<file path="config.mk">
export PLATFORM = sky130hd
export DESIGN_NAME = dpf_core
export DESIGN_NICKNAME = d
export VERILOG_FILES = /design/src/hw/dpf_pkg.sv /design/src/hw/dpf_core.sv
export SDC_FILE = /design/constraint.sdc
export NUM_CORES = 2
export LEC_CHECK = 0
export BUFFER_PORTS_ARGS = -buffer_cell sky130_fd_sc_hd__clkbuf_2
export CORE_MARGIN = 2
export CORE_UTILIZATION = 48
export CTS_CLUSTER_DIAMETER = 40
export DETAILED_ROUTE_END_ITERATION = 8
export GPL_TIMING_DRIVEN = 0
export SKIP_CTS_REPAIR_TIMING = 1
export SYNTH_ARGS = -nofsm -noshare
export SYNTH_HDL_FRONTEND = slang
export SYNTH_SLANG_ARGS = --single-unit
</file>
<file path="constraint.sdc">
create_clock -name clk -period 28.2 [get_ports clk]
set_input_delay 2.82 -clock clk [delete_from_list [all_inputs] [get_ports clk]]
set_output_delay 2.82 -clock clk [all_outputs]
set_load 0.05 [all_outputs]
</file>
<file path="src/hw/dpf_pkg.sv">
// Purpose: shared constants and carriers for the down converter phase/delay block
// Assumes: APB byte addresses, 32-bit data, one aligned word per register
// Notes: preset p occupies bytes 0x10*p .. 0x10*p+0xC
package dpf_pkg;
  localparam int ADC_W = 12;
  localparam int OUT_W = 15;
  localparam int NPRE = 4;
  localparam int MEM_AW = 7;
  localparam logic [7:0] A_CTRL = 8'h40;
  localparam logic [7:0] A_STAT = 8'h44;
  localparam logic [3:0] A_FREQ = 4'h0;
  localparam logic [3:0] A_PHASE = 4'h4;
  localparam logic [3:0] A_DLY = 4'h8;
  localparam logic [3:0] A_DEC = 4'hC;
  localparam logic [31:0] FREQ_RST = 32'hC0000000;
  localparam logic [15:0] PHASE_RST = 16'h0000;
  localparam logic [7:0] DLY_RST = 8'hFF;
  localparam logic [7:0] DLY_BYPASS = 8'hFF;
  localparam logic [5:0] DEC_RST = 6'h04;
  localparam logic [5:0] DEC_MIN = 6'h04;
  localparam logic [5:0] DEC_MAX = 6'h20;
  localparam logic [6:0] FILT_LAT = 7'h22;
  localparam int OUT_LSB = 10;

  typedef struct packed {
    logic valid;
    logic signed [ADC_W-1:0] data;
  } dpf_adc_t;

  typedef struct packed {
    logic valid;
    logic signed [OUT_W-1:0] i;
    logic signed [OUT_W-1:0] q;
  } dpf_iq_t;

  typedef struct packed {
    logic [31:0] freq;
    logic [15:0] phase;
    logic [7:0] dly;
    logic [5:0] dec;
  } dpf_preset_t;
endpackage

</file>
<file path="src/hw/dpf_core.sv">
// Purpose: NCO phase offset, fractional delay and decimating mixer with APB registers
// Assumes: one ADC sample per valid cycle; link transmitter takes iq_out
// Notes: zero-wait APB slave, unmapped addresses answer with pslverr
//
// Design decisions made here: the register addresses and register access over APB.
`timescale 1ns/10ps
// Notes on behaviour
// - Offset MSB-justified, added to accumulator
// - Offset weight is 2^-16 of a turn
// - Signed or unsigned offset, same phase
// - Each delay step is half a sample
// - All-ones delay bypasses filter, 34 less
// - Delay setting kept per preset
// - Output is 15-bit I and Q
// - Decimation factors four to thirty-two
// - Decimated samples go to link transmitter
// - 32-bit tuning word accumulated per sample
// - Tuning change on live link: phase nondeterministic
module dpf_core (
  input wire logic clk,
  input wire logic rst,
  input wire logic psel,
  input wire logic penable,
  input wire logic pwrite,
  input wire logic [7:0] paddr,
  input wire logic [31:0] pwdata,
  output logic [31:0] prdata,
  output logic pready,
  output logic pslverr,
  input wire dpf_pkg::dpf_adc_t adc_in,
  input wire logic link_active,
  input wire logic link_init,
  output dpf_pkg::dpf_iq_t iq_out
);
  import dpf_pkg::*;

  dpf_preset_t pre_reg [NPRE];
  logic [1:0] act_reg;
  logic nondet_reg;
  logic [31:0] acc_reg;
  logic [MEM_AW-1:0] wptr_reg;
  logic [5:0] cnt_reg;
  logic signed [24:0] sum_i_reg;
  logic signed [24:0] sum_q_reg;
  logic signed [ADC_W-1:0] dmem [2**MEM_AW];
  logic [31:0] rd_data;

  // Bus decode
  wire logic setup = psel & ~penable;
  wire logic acc_en = psel & penable & pready;
  wire logic wr_en = acc_en & pwrite;
  wire logic in_pre = (paddr[7:6] == 2'b00);
  wire logic [1:0] sel_pre = paddr[5:4];
  wire logic [3:0] sub = paddr[3:0];
  wire logic mapped = (paddr[1:0] == 2'b00) & (in_pre | paddr == A_CTRL | paddr == A_STAT);
  wire logic wr_freq = wr_en & in_pre & (sub == A_FREQ);

  // Settings of the preset in use
  wire dpf_preset_t cur = pre_reg[act_reg];
  wire logic [5:0] dec_eff = (cur.dec < DEC_MIN) ? DEC_MIN :
    (cur.dec > DEC_MAX) ? DEC_MAX : cur.dec;
  wire logic bypass = (cur.dly == DLY_BYPASS);

  always_comb
  begin
    rd_data = 32'h00000000;
    if (in_pre)
    begin
      unique case (sub)
        A_FREQ: rd_data = pre_reg[sel_pre].freq;
        A_PHASE: rd_data = {16'h0000, pre_reg[sel_pre].phase};
        A_DLY: rd_data = {24'h000000, pre_reg[sel_pre].dly};
        A_DEC: rd_data = {26'h0000000, pre_reg[sel_pre].dec};
        default: rd_data = 32'h00000000;
      endcase
    end
    else if (paddr == A_CTRL)
      rd_data = {30'h0, act_reg};
    else if (paddr == A_STAT)
      rd_data = {31'h0, nondet_reg};
  end

  // Answer in the first access cycle; data captured at setup
  always_ff @(posedge clk or posedge rst)
  begin
    if (rst)
    begin
      pready <= 1'b0;
      pslverr <= 1'b0;
      prdata <= 32'h00000000;
    end
    else
    begin
      pready <= setup;
      pslverr <= setup & ~mapped;
      if (setup)
        prdata <= mapped ? rd_data : 32'h00000000;
    end
  end

  for (genvar p = 0; p < NPRE; p++)
  begin : g_pre
    wire logic hit = wr_en & in_pre & (sel_pre == 2'(p));
    always_ff @(posedge clk or posedge rst)
    begin
      if (rst)
        pre_reg[p] <= '{FREQ_RST, PHASE_RST, DLY_RST, DEC_RST};
      else if (hit)
      begin
        unique case (sub)
          A_FREQ: pre_reg[p].freq <= pwdata;
          A_PHASE: pre_reg[p].phase <= pwdata[15:0];
          A_DLY: pre_reg[p].dly <= pwdata[7:0];
          A_DEC: pre_reg[p].dec <= pwdata[5:0];
          default: ;
        endcase
      end
    end
  end

  // Set wins over both clears so a late tuning write is never lost
  wire logic nondet_set = wr_freq & link_active;
  wire logic nondet_clr = link_init | (wr_en & paddr == A_STAT & pwdata[0]);

  always_ff @(posedge clk or posedge rst)
  begin
    if (rst)
    begin
      act_reg <= 2'b00;
      nondet_reg <= 1'b0;
    end
    else
    begin
      if (wr_en & paddr == A_CTRL)
        act_reg <= pwdata[1:0];
      if (nondet_set)
        nondet_reg <= 1'b1;
      else if (nondet_clr)
        nondet_reg <= 1'b0;
    end
  end

  // Fractional delay: fixed 34-sample filter latency plus half-sample steps
  wire logic [MEM_AW-1:0] ra0 = wptr_reg - FILT_LAT - cur.dly[7:1];
  wire logic [MEM_AW-1:0] ra1 = ra0 - 7'h01;
  wire logic signed [ADC_W-1:0] x0 = dmem[ra0];
  wire logic signed [ADC_W-1:0] x1 = dmem[ra1];
  wire logic signed [ADC_W:0] xsum = {x0[ADC_W-1], x0} + {x1[ADC_W-1], x1};
  wire logic signed [ADC_W-1:0] frac_x = cur.dly[0] ? xsum[ADC_W:1] : x0;
  wire logic signed [ADC_W-1:0] mix_x = bypass ? adc_in.data : frac_x;
  wire logic dl_en = adc_in.valid & ~bypass;

  // Memory idles in bypass, standing in for filter power-down
  always_ff @(posedge clk)
  begin
    if (dl_en)
      dmem[wptr_reg] <= adc_in.data;
  end

  always_ff @(posedge clk or posedge rst)
  begin
    if (rst)
      wptr_reg <= '0;
    else if (dl_en)
      wptr_reg <= wptr_reg + 7'h01;
  end

  // Quarter-wave table, 7-bit magnitude
  function automatic logic signed [7:0] lut(input logic [5:0] p);
    logic [4:0] k;
    logic [6:0] m;
    k = p[4] ? 5'h10 - {1'b0, p[3:0]} : {1'b0, p[3:0]};
    unique case (k)
      5'h00: m = 7'h00;
      5'h01: m = 7'h0C;
      5'h02: m = 7'h19;
      5'h03: m = 7'h25;
      5'h04: m = 7'h31;
      5'h05: m = 7'h3C;
      5'h06: m = 7'h47;
      5'h07: m = 7'h51;
      5'h08: m = 7'h5A;
      5'h09: m = 7'h62;
      5'h0A: m = 7'h6A;
      5'h0B: m = 7'h70;
      5'h0C: m = 7'h75;
      5'h0D: m = 7'h7A;
      5'h0E: m = 7'h7D;
      5'h0F: m = 7'h7E;
      default: m = 7'h7F;
    endcase
    return p[5] ? -$signed({1'b0, m}) : $signed({1'b0, m});
  endfunction

  // Offset word sits in the top half; modular add makes sign irrelevant
  wire logic [31:0] phase_tot = acc_reg + {cur.phase, 16'h0000};
  wire logic [5:0] p6 = phase_tot[31:26];
  wire logic signed [7:0] cos_v = lut(p6 + 6'h10);
  wire logic signed [7:0] sin_v = lut(p6);
  wire logic signed [19:0] prod_i = 20'(mix_x) * 20'(cos_v);
  wire logic signed [19:0] prod_q = -(20'(mix_x) * 20'(sin_v));
  wire logic signed [24:0] nxt_i = sum_i_reg + 25'(prod_i);
  wire logic signed [24:0] nxt_q = sum_q_reg + 25'(prod_q);
  // Compare with >= so a preset switch to a smaller factor still dumps at once
  wire logic dump = adc_in.valid & (cnt_reg >= dec_eff - 6'h01);

  // Re-initialising the link restarts the oscillator from zero phase
  always_ff @(posedge clk or posedge rst)
  begin
    if (rst)
      acc_reg <= 32'h00000000;
    else if (link_init)
      acc_reg <= 32'h00000000;
    else if (adc_in.valid)
      acc_reg <= acc_reg + cur.freq;
  end

  // Integrate and dump over D samples
  always_ff @(posedge clk or posedge rst)
  begin
    if (rst)
    begin
      cnt_reg <= 6'h00;
      sum_i_reg <= '0;
      sum_q_reg <= '0;
      iq_out <= '0;
    end
    else
    begin
      iq_out.valid <= dump;
      if (dump)
      begin
        cnt_reg <= 6'h00;
        sum_i_reg <= '0;
        sum_q_reg <= '0;
        iq_out.i <= nxt_i[OUT_LSB+OUT_W-1:OUT_LSB];
        iq_out.q <= nxt_q[OUT_LSB+OUT_W-1:OUT_LSB];
      end
      else if (adc_in.valid)
      begin
        cnt_reg <= cnt_reg + 6'h01;
        sum_i_reg <= nxt_i;
        sum_q_reg <= nxt_q;
      end
    end
  end
endmodule

</file>
**After elaboration in Yosys (flattened, before gate mapping)**

Memories as Yosys holds them, arrays and structs flattened.
Index checks and enable logic that the tools add are counted.

- Add/subtract/negate cells: 17
- Multiply operators: 2
- $lt $le $gt $ge: 5
- Equal/unequal tests: 9
- Mux-type cells: 33
- Bitwise operators: 26
- Reduce and logical (&&, ||, !) cells: 23

Operator list:

| kind | count |
|---|---|
| 62-bit binary-select mux with 2-bit select | 2 |
| 62-bit two-way mux | 4 |
| 32-bit two-way mux | 4 |
| 32-bit one-hot mux with 4 select lines | 1 |
| 25-bit two-way mux | 4 |
| 32-bit adder | 2 |
| 25-bit by 20-bit adder with 25-bit output | 2 |
| 12-bit by 8-bit multiplier with 20-bit output | 2 |
| 2-bit AND reduction | 16 |
| 12-bit two-way mux | 2 |
| 6-bit two-way mux | 4 |
| 20-bit negator | 1 |
| 1-bit AND | 18 |
| 8-bit by 7-bit == test with 1-bit output, second input constant | 2 |
| 8-bit two-way mux | 2 |
| 7-bit negator with 8-bit output | 2 |
| 7-bit two-way mux | 2 |
| 12-bit by 12-bit adder with 13-bit output | 1 |
| 5-bit two-way mux | 2 |
| 5-bit by 4-bit subtractor with 5-bit output, first input constant | 2 |
| 4-bit == test, second input constant | 2 |
| 8-bit == test, second input constant | 1 |
| 7-bit by 1-bit adder with 7-bit output, second input constant | 1 |
| 7-bit by 1-bit subtractor with 7-bit output, second input constant | 1 |
| 20 further kinds | 35 |

- Flip-flop bits (word level): 411
- Memory bits (writable): 1,536
- ROM bits: 224
- Logic and storage cells: 147
- Memories: 3

Memories:

| name | depth | bits a word | rd ports | clocked after memory_dff | wr ports | RTL line | RTL |
|---|---|---|---|---|---|---|---|
| dmem | 128 | 12 | 2 | 0 | 1 | dpf_core.sv:45 | `logic signed [ADC_W-1:0] dmem [2**MEM_AW];` |
| (name not given) | 16 | 7 | 1 | 0 | 0 | dpf_core.sv:173 | `unique case (k)` |
| (name not given) | 16 | 7 | 1 | 0 | 0 | dpf_core.sv:173 |  |

**Depth between registers and ports, before layout**

An unclocked memory read counts as a cell.

- Word-level depth: 16
- Gate-level depth with buffers: 55

**Least setup slack after synthesis**

Ideal clock, no wire load.

- Path type: reg2reg
- From: register act_reg[0]
- To: register iq_out[28] (netlist name)
- Arrival: 12,886 ps
- Required time: 28,075 ps
- Setup slack: 15,190 ps
- Stages on the path, launching flop included: 50
- Buffers on the path: 4
- Path through: dfrtp_1 buf_6 mux4_2 ha_1 inv_1 ha_1 fa_1 inv_1 and3_1 xnor2_1 clkbuf_1 clkbuf_1 clkbuf_1 mux4_2 mux2i_1 mux4_2 inv_1 fa_1 [14 not listed] inv_1 fa_1 inv_1 fa_1 fa_1 fa_1 ha_1 ha_1 inv_1 o21ai_0 a21oi_1 o21bai_1 a21oi_1 o311a_1 a21oi_1 a211oi_1 xnor2_1 mux2_2

- Cells in the longest elaborated chain, start to end: 14
- Elaborated cells between the ends (all ways): 28
- Classes of those cells: add/sub: 9; mul: 1; order compare: 3; eq/ne: 1; mux: 10; bitwise: 2; memory: 2

Ends and longest elaborated chain:

| item | RTL line | RTL |
|---|---|---|
| from (decl) | dpf_core.sv:38 | `logic [1:0] act_reg;` |
| from (signal assigned) | dpf_core.sv:135 | `act_reg <= pwdata[1:0];` |
| 2-bit inverter with 3-bit output (not written as such) (*) | dpf_core.sv:59 | `wire dpf_preset_t cur = pre_reg[act_reg];` |
| 62-bit binary-select mux with 2-bit select (*) | dpf_core.sv:59 |  |
| 62-bit two-way mux (not written as such) (*) (2 in series) | dpf_core.sv:59 |  |
| 32-bit adder | dpf_core.sv:196 | `wire logic [31:0] phase_tot = acc_reg + {cur.phase, 16'h0000};` |
| 6-bit by 5-bit adder with 6-bit output | dpf_core.sv:198 | `wire logic signed [7:0] cos_v = lut(p6 + 6'h10);` |
| 5-bit by 4-bit subtractor with 5-bit output | dpf_core.sv:172 | `k = p[4] ? 5'h10 - {1'b0, p[3:0]} : {1'b0, p[3:0]};` |
| 5-bit two-way mux | dpf_core.sv:172 |  |
| memory read 16 x 7 bit | - |  |
| 7-bit two-way mux | dpf_core.sv:173 |  |
| 7-bit negator with 8-bit output | dpf_core.sv:192 | `return p[5] ? -$signed({1'b0, m}) : $signed({1'b0, m});` |
| 8-bit two-way mux | dpf_core.sv:192 |  |
| 12-bit by 8-bit multiplier with 20-bit output | dpf_core.sv:200 | `wire logic signed [19:0] prod_i = 20'(mix_x) * 20'(cos_v);` |
| 25-bit by 20-bit adder with 25-bit output | dpf_core.sv:202 | `wire logic signed [24:0] nxt_i = sum_i_reg + 25'(prod_i);` |
| to (decl) | dpf_core.sv:33 | `output dpf_pkg::dpf_iq_t iq_out` |

Mark *: on every way between the ends. The rest lies on a longest branch, timed or not. The select of a mux whose other input is x is not followed.
A chain may end at the register's enable or synchronous reset.

**Worst setup path after layout**

- From: register act_reg[1]
- To: register iq_out[27] (netlist name)

The elaborated chain is that of the path after synthesis.

==> metrics.cfg <==
[status]
outcome = finished, violations left
violations = max-capacitance violations, max-slew violations

[synthesis]
avgSynthCellArea_um2 = 16.9
synthTopCellsByArea = edfxtp_1, mux4_2, dfrtp_1, fa_1, mux2_2
synth_area_um2 = 103000
synth.most_common_cell = edfxtp_1
synth_edf_count = 1536
synth_cell_types = 87
synthFlopType = edfxtp_1
syn-num-nets = 6589
async_reset_ff_share_pct = 21.1
synth_top_area_share_pct = 44.6
ys_ff_latch = 1947
yosysTopAreaCell = edfxtp_1
netlist_instances = 6106
synthTopCellsByCount = edfxtp_1, mux4_2, nor2_1, dfrtp_1, inv_1
yosysWarnings = 0
synth.yosys.seq_area_share_pct = 54.7

[die]
dieArea_um2 = 219000
io_pins = 125
core_um2 = 214000
die_y_um = 468
start_util_pct = 48.2
rows = 170
die_w_um = 468

[min_path]
hold_depth = 2
worst_hold_path_type = reg -> reg

[detailed_routing]
finalWirelength_um = 375000
ant_nets = 0
drtIter0Drc = 9546
dr.pass1.iters = 6
vias = 65800
drc_errors = 0
vias_per_cell = 6.73
wl_per_cell_um = 38.4

[clock_tree]
clkSinkCount = 1947
cts_made_buffers = 328
clkTransAtPathRegs_ns = 0.05
cts-htree-levels = 5
clockRootBuffer = clkbuf_16
cts_tree = done
clock_latency_ns = 0.97
cts_buffer_depth = 4

[setup_path]
cp_max_fo = 10
reg2regPathDepth = 52
arrival_ns = 18.70
required_ns = 28.94
worst-setup-path-type = reg -> reg
crit_path_end_kind = flip-flop
cp-start-kind = flip-flop
cpMostUsedCell = clkbuf_1
cp_slowest_cell = clkbuf_1
critPathMaxStageDelay_ns = 1.17
ff2ff_setup_slack_ns = 10.24

[grt]
grt_overflow = 0
grt_max_degree = 126
antenna_found_initial = 19
grt_pass1_vias = 65400
grt_util_all_layers_pct = 34.5
grt_pass1_wl_um = 519000

[sta]
worst_pin_slew_ns = 1.62
max_slew_margin_pct = -7.87
max_freq_ghz = 0.0557
report.final.setup_viol = 0
setup_tns_ns = 0
rsz0062_at_grt = false
period_minus_slack_ns = 17.96
hold_viol = 0
drv_slew = 51
period_share_pct = 63.7
fin_skew_ns = 0.100

[placed_design]
port_buffers = 122
gp_congestion = 1.02
hpwl_um = 266000

[final_layout]
fin_nets = 7175
largest_reg_flops = 1536
synthToLayoutAreaGrowth_pct = 17.4
layout-drive-gt1-share_pct = 35.7

[run]
drv_cap = 6

-- worst max-delay path: cells and delay by family (launching register included) --
family | cells | cell delay, ns
AO/OA/AOI/OAI | 16 | 3.10
adder cells (fa/ha/maj) | 10 | 4.18
flip-flops | 1 | 0.32
AND/OR/NAND/NOR | 3 | 0.39
XOR/XNOR | 2 | 0.54
buffers and inverters | 15 | 5.99
multiplexers | 6 | 3.20
-- path summary, 6_finish.rpt --
kind	startpoint	end
setup reg to reg	act_reg[1]	iq_out[27]
hold / removal	prdata[8]	prdata[8]
setup / recovery	act_reg[1]	iq_out[27]
hold reg to reg	prdata[8]	prdata[8]
max in group asynchronous	rst	act_reg[0]
min in group asynchronous	rst	pre_reg[116]
-- cells by family (layout without fill, tap and decap cells) --
kind of cell,count (synthesis),in the layout,synth area share [%]
AOI/OAI and AO/OA,477,477,3.16
xor gates and xnor gates,140,140,1.23
adders and majority gates,423,423,6.73
buffers and inverters,734,1567,2.76
DFF,1947,1947,54.7
muxes,1432,1432,27.4
other,1,7,0.00363
and+or+nand+nor,952,952,4.08
-- final cells by class --
class                   instances  area, um^2
fillers                     16400       92900
flip-flops and latches       1947       56500
multi-input cells            3425       44300
clock buffers                 364        8570
well taps                    2838        3550
repair buffers                256        3000
clock inverters               213        2470
plain buffers                 371        1570
inverters                     363        1370
diodes                          6        15.0
-- stage by stage --
stage	util [%]	cells	hold WS (ns)	setup WS, ns	area (um^2)
global route	56.6	9779	0.481	9.65	121000
floorplan	-	6106	0.461	14.02	103000
global placement	50.2	9066	0.455	8.77	107000
detailed placement	51.5	9196	0.461	10.55	110000
finish	56.6	9783	0.463	10.24	121000
CTS	56.6	9773	0.467	10.47	121000
-- cells in the final DEF (no fill, tap or decap), drive strengths merged, types with 30 or more instances in the layout --
cell         n
clkbuf     737
xnor2       89
nor3        38
nor2       382
nand2b      44
dfstp       44
fa         221
xor2        51
bufinv      38
inv        402
nor2b       30
clkinvlp    33
dfrtp      367
mux4      1089
o21ai       94
a21o        40
ha         202
mux2i       78
nand3       82
nand2      265
buf        254
mux2       265
edfxtp    1536
a21oi      123
clkinv     103
-- layer usage --
layer	global-route usage, %	wire length, um	vias up	part of all wire [%]
met2	53.8	175000	4297	47
met4	18.7	24400	12	6.5
met5	0	94	-	0.025
met3	9.47	41100	912	11
li1	-	-	25600	-
met1	44.0	135000	35000	36
Power is left out: the tool's default activity adds up to more than one toggle a clock period on the data nets, which glitch-free logic cannot reach.
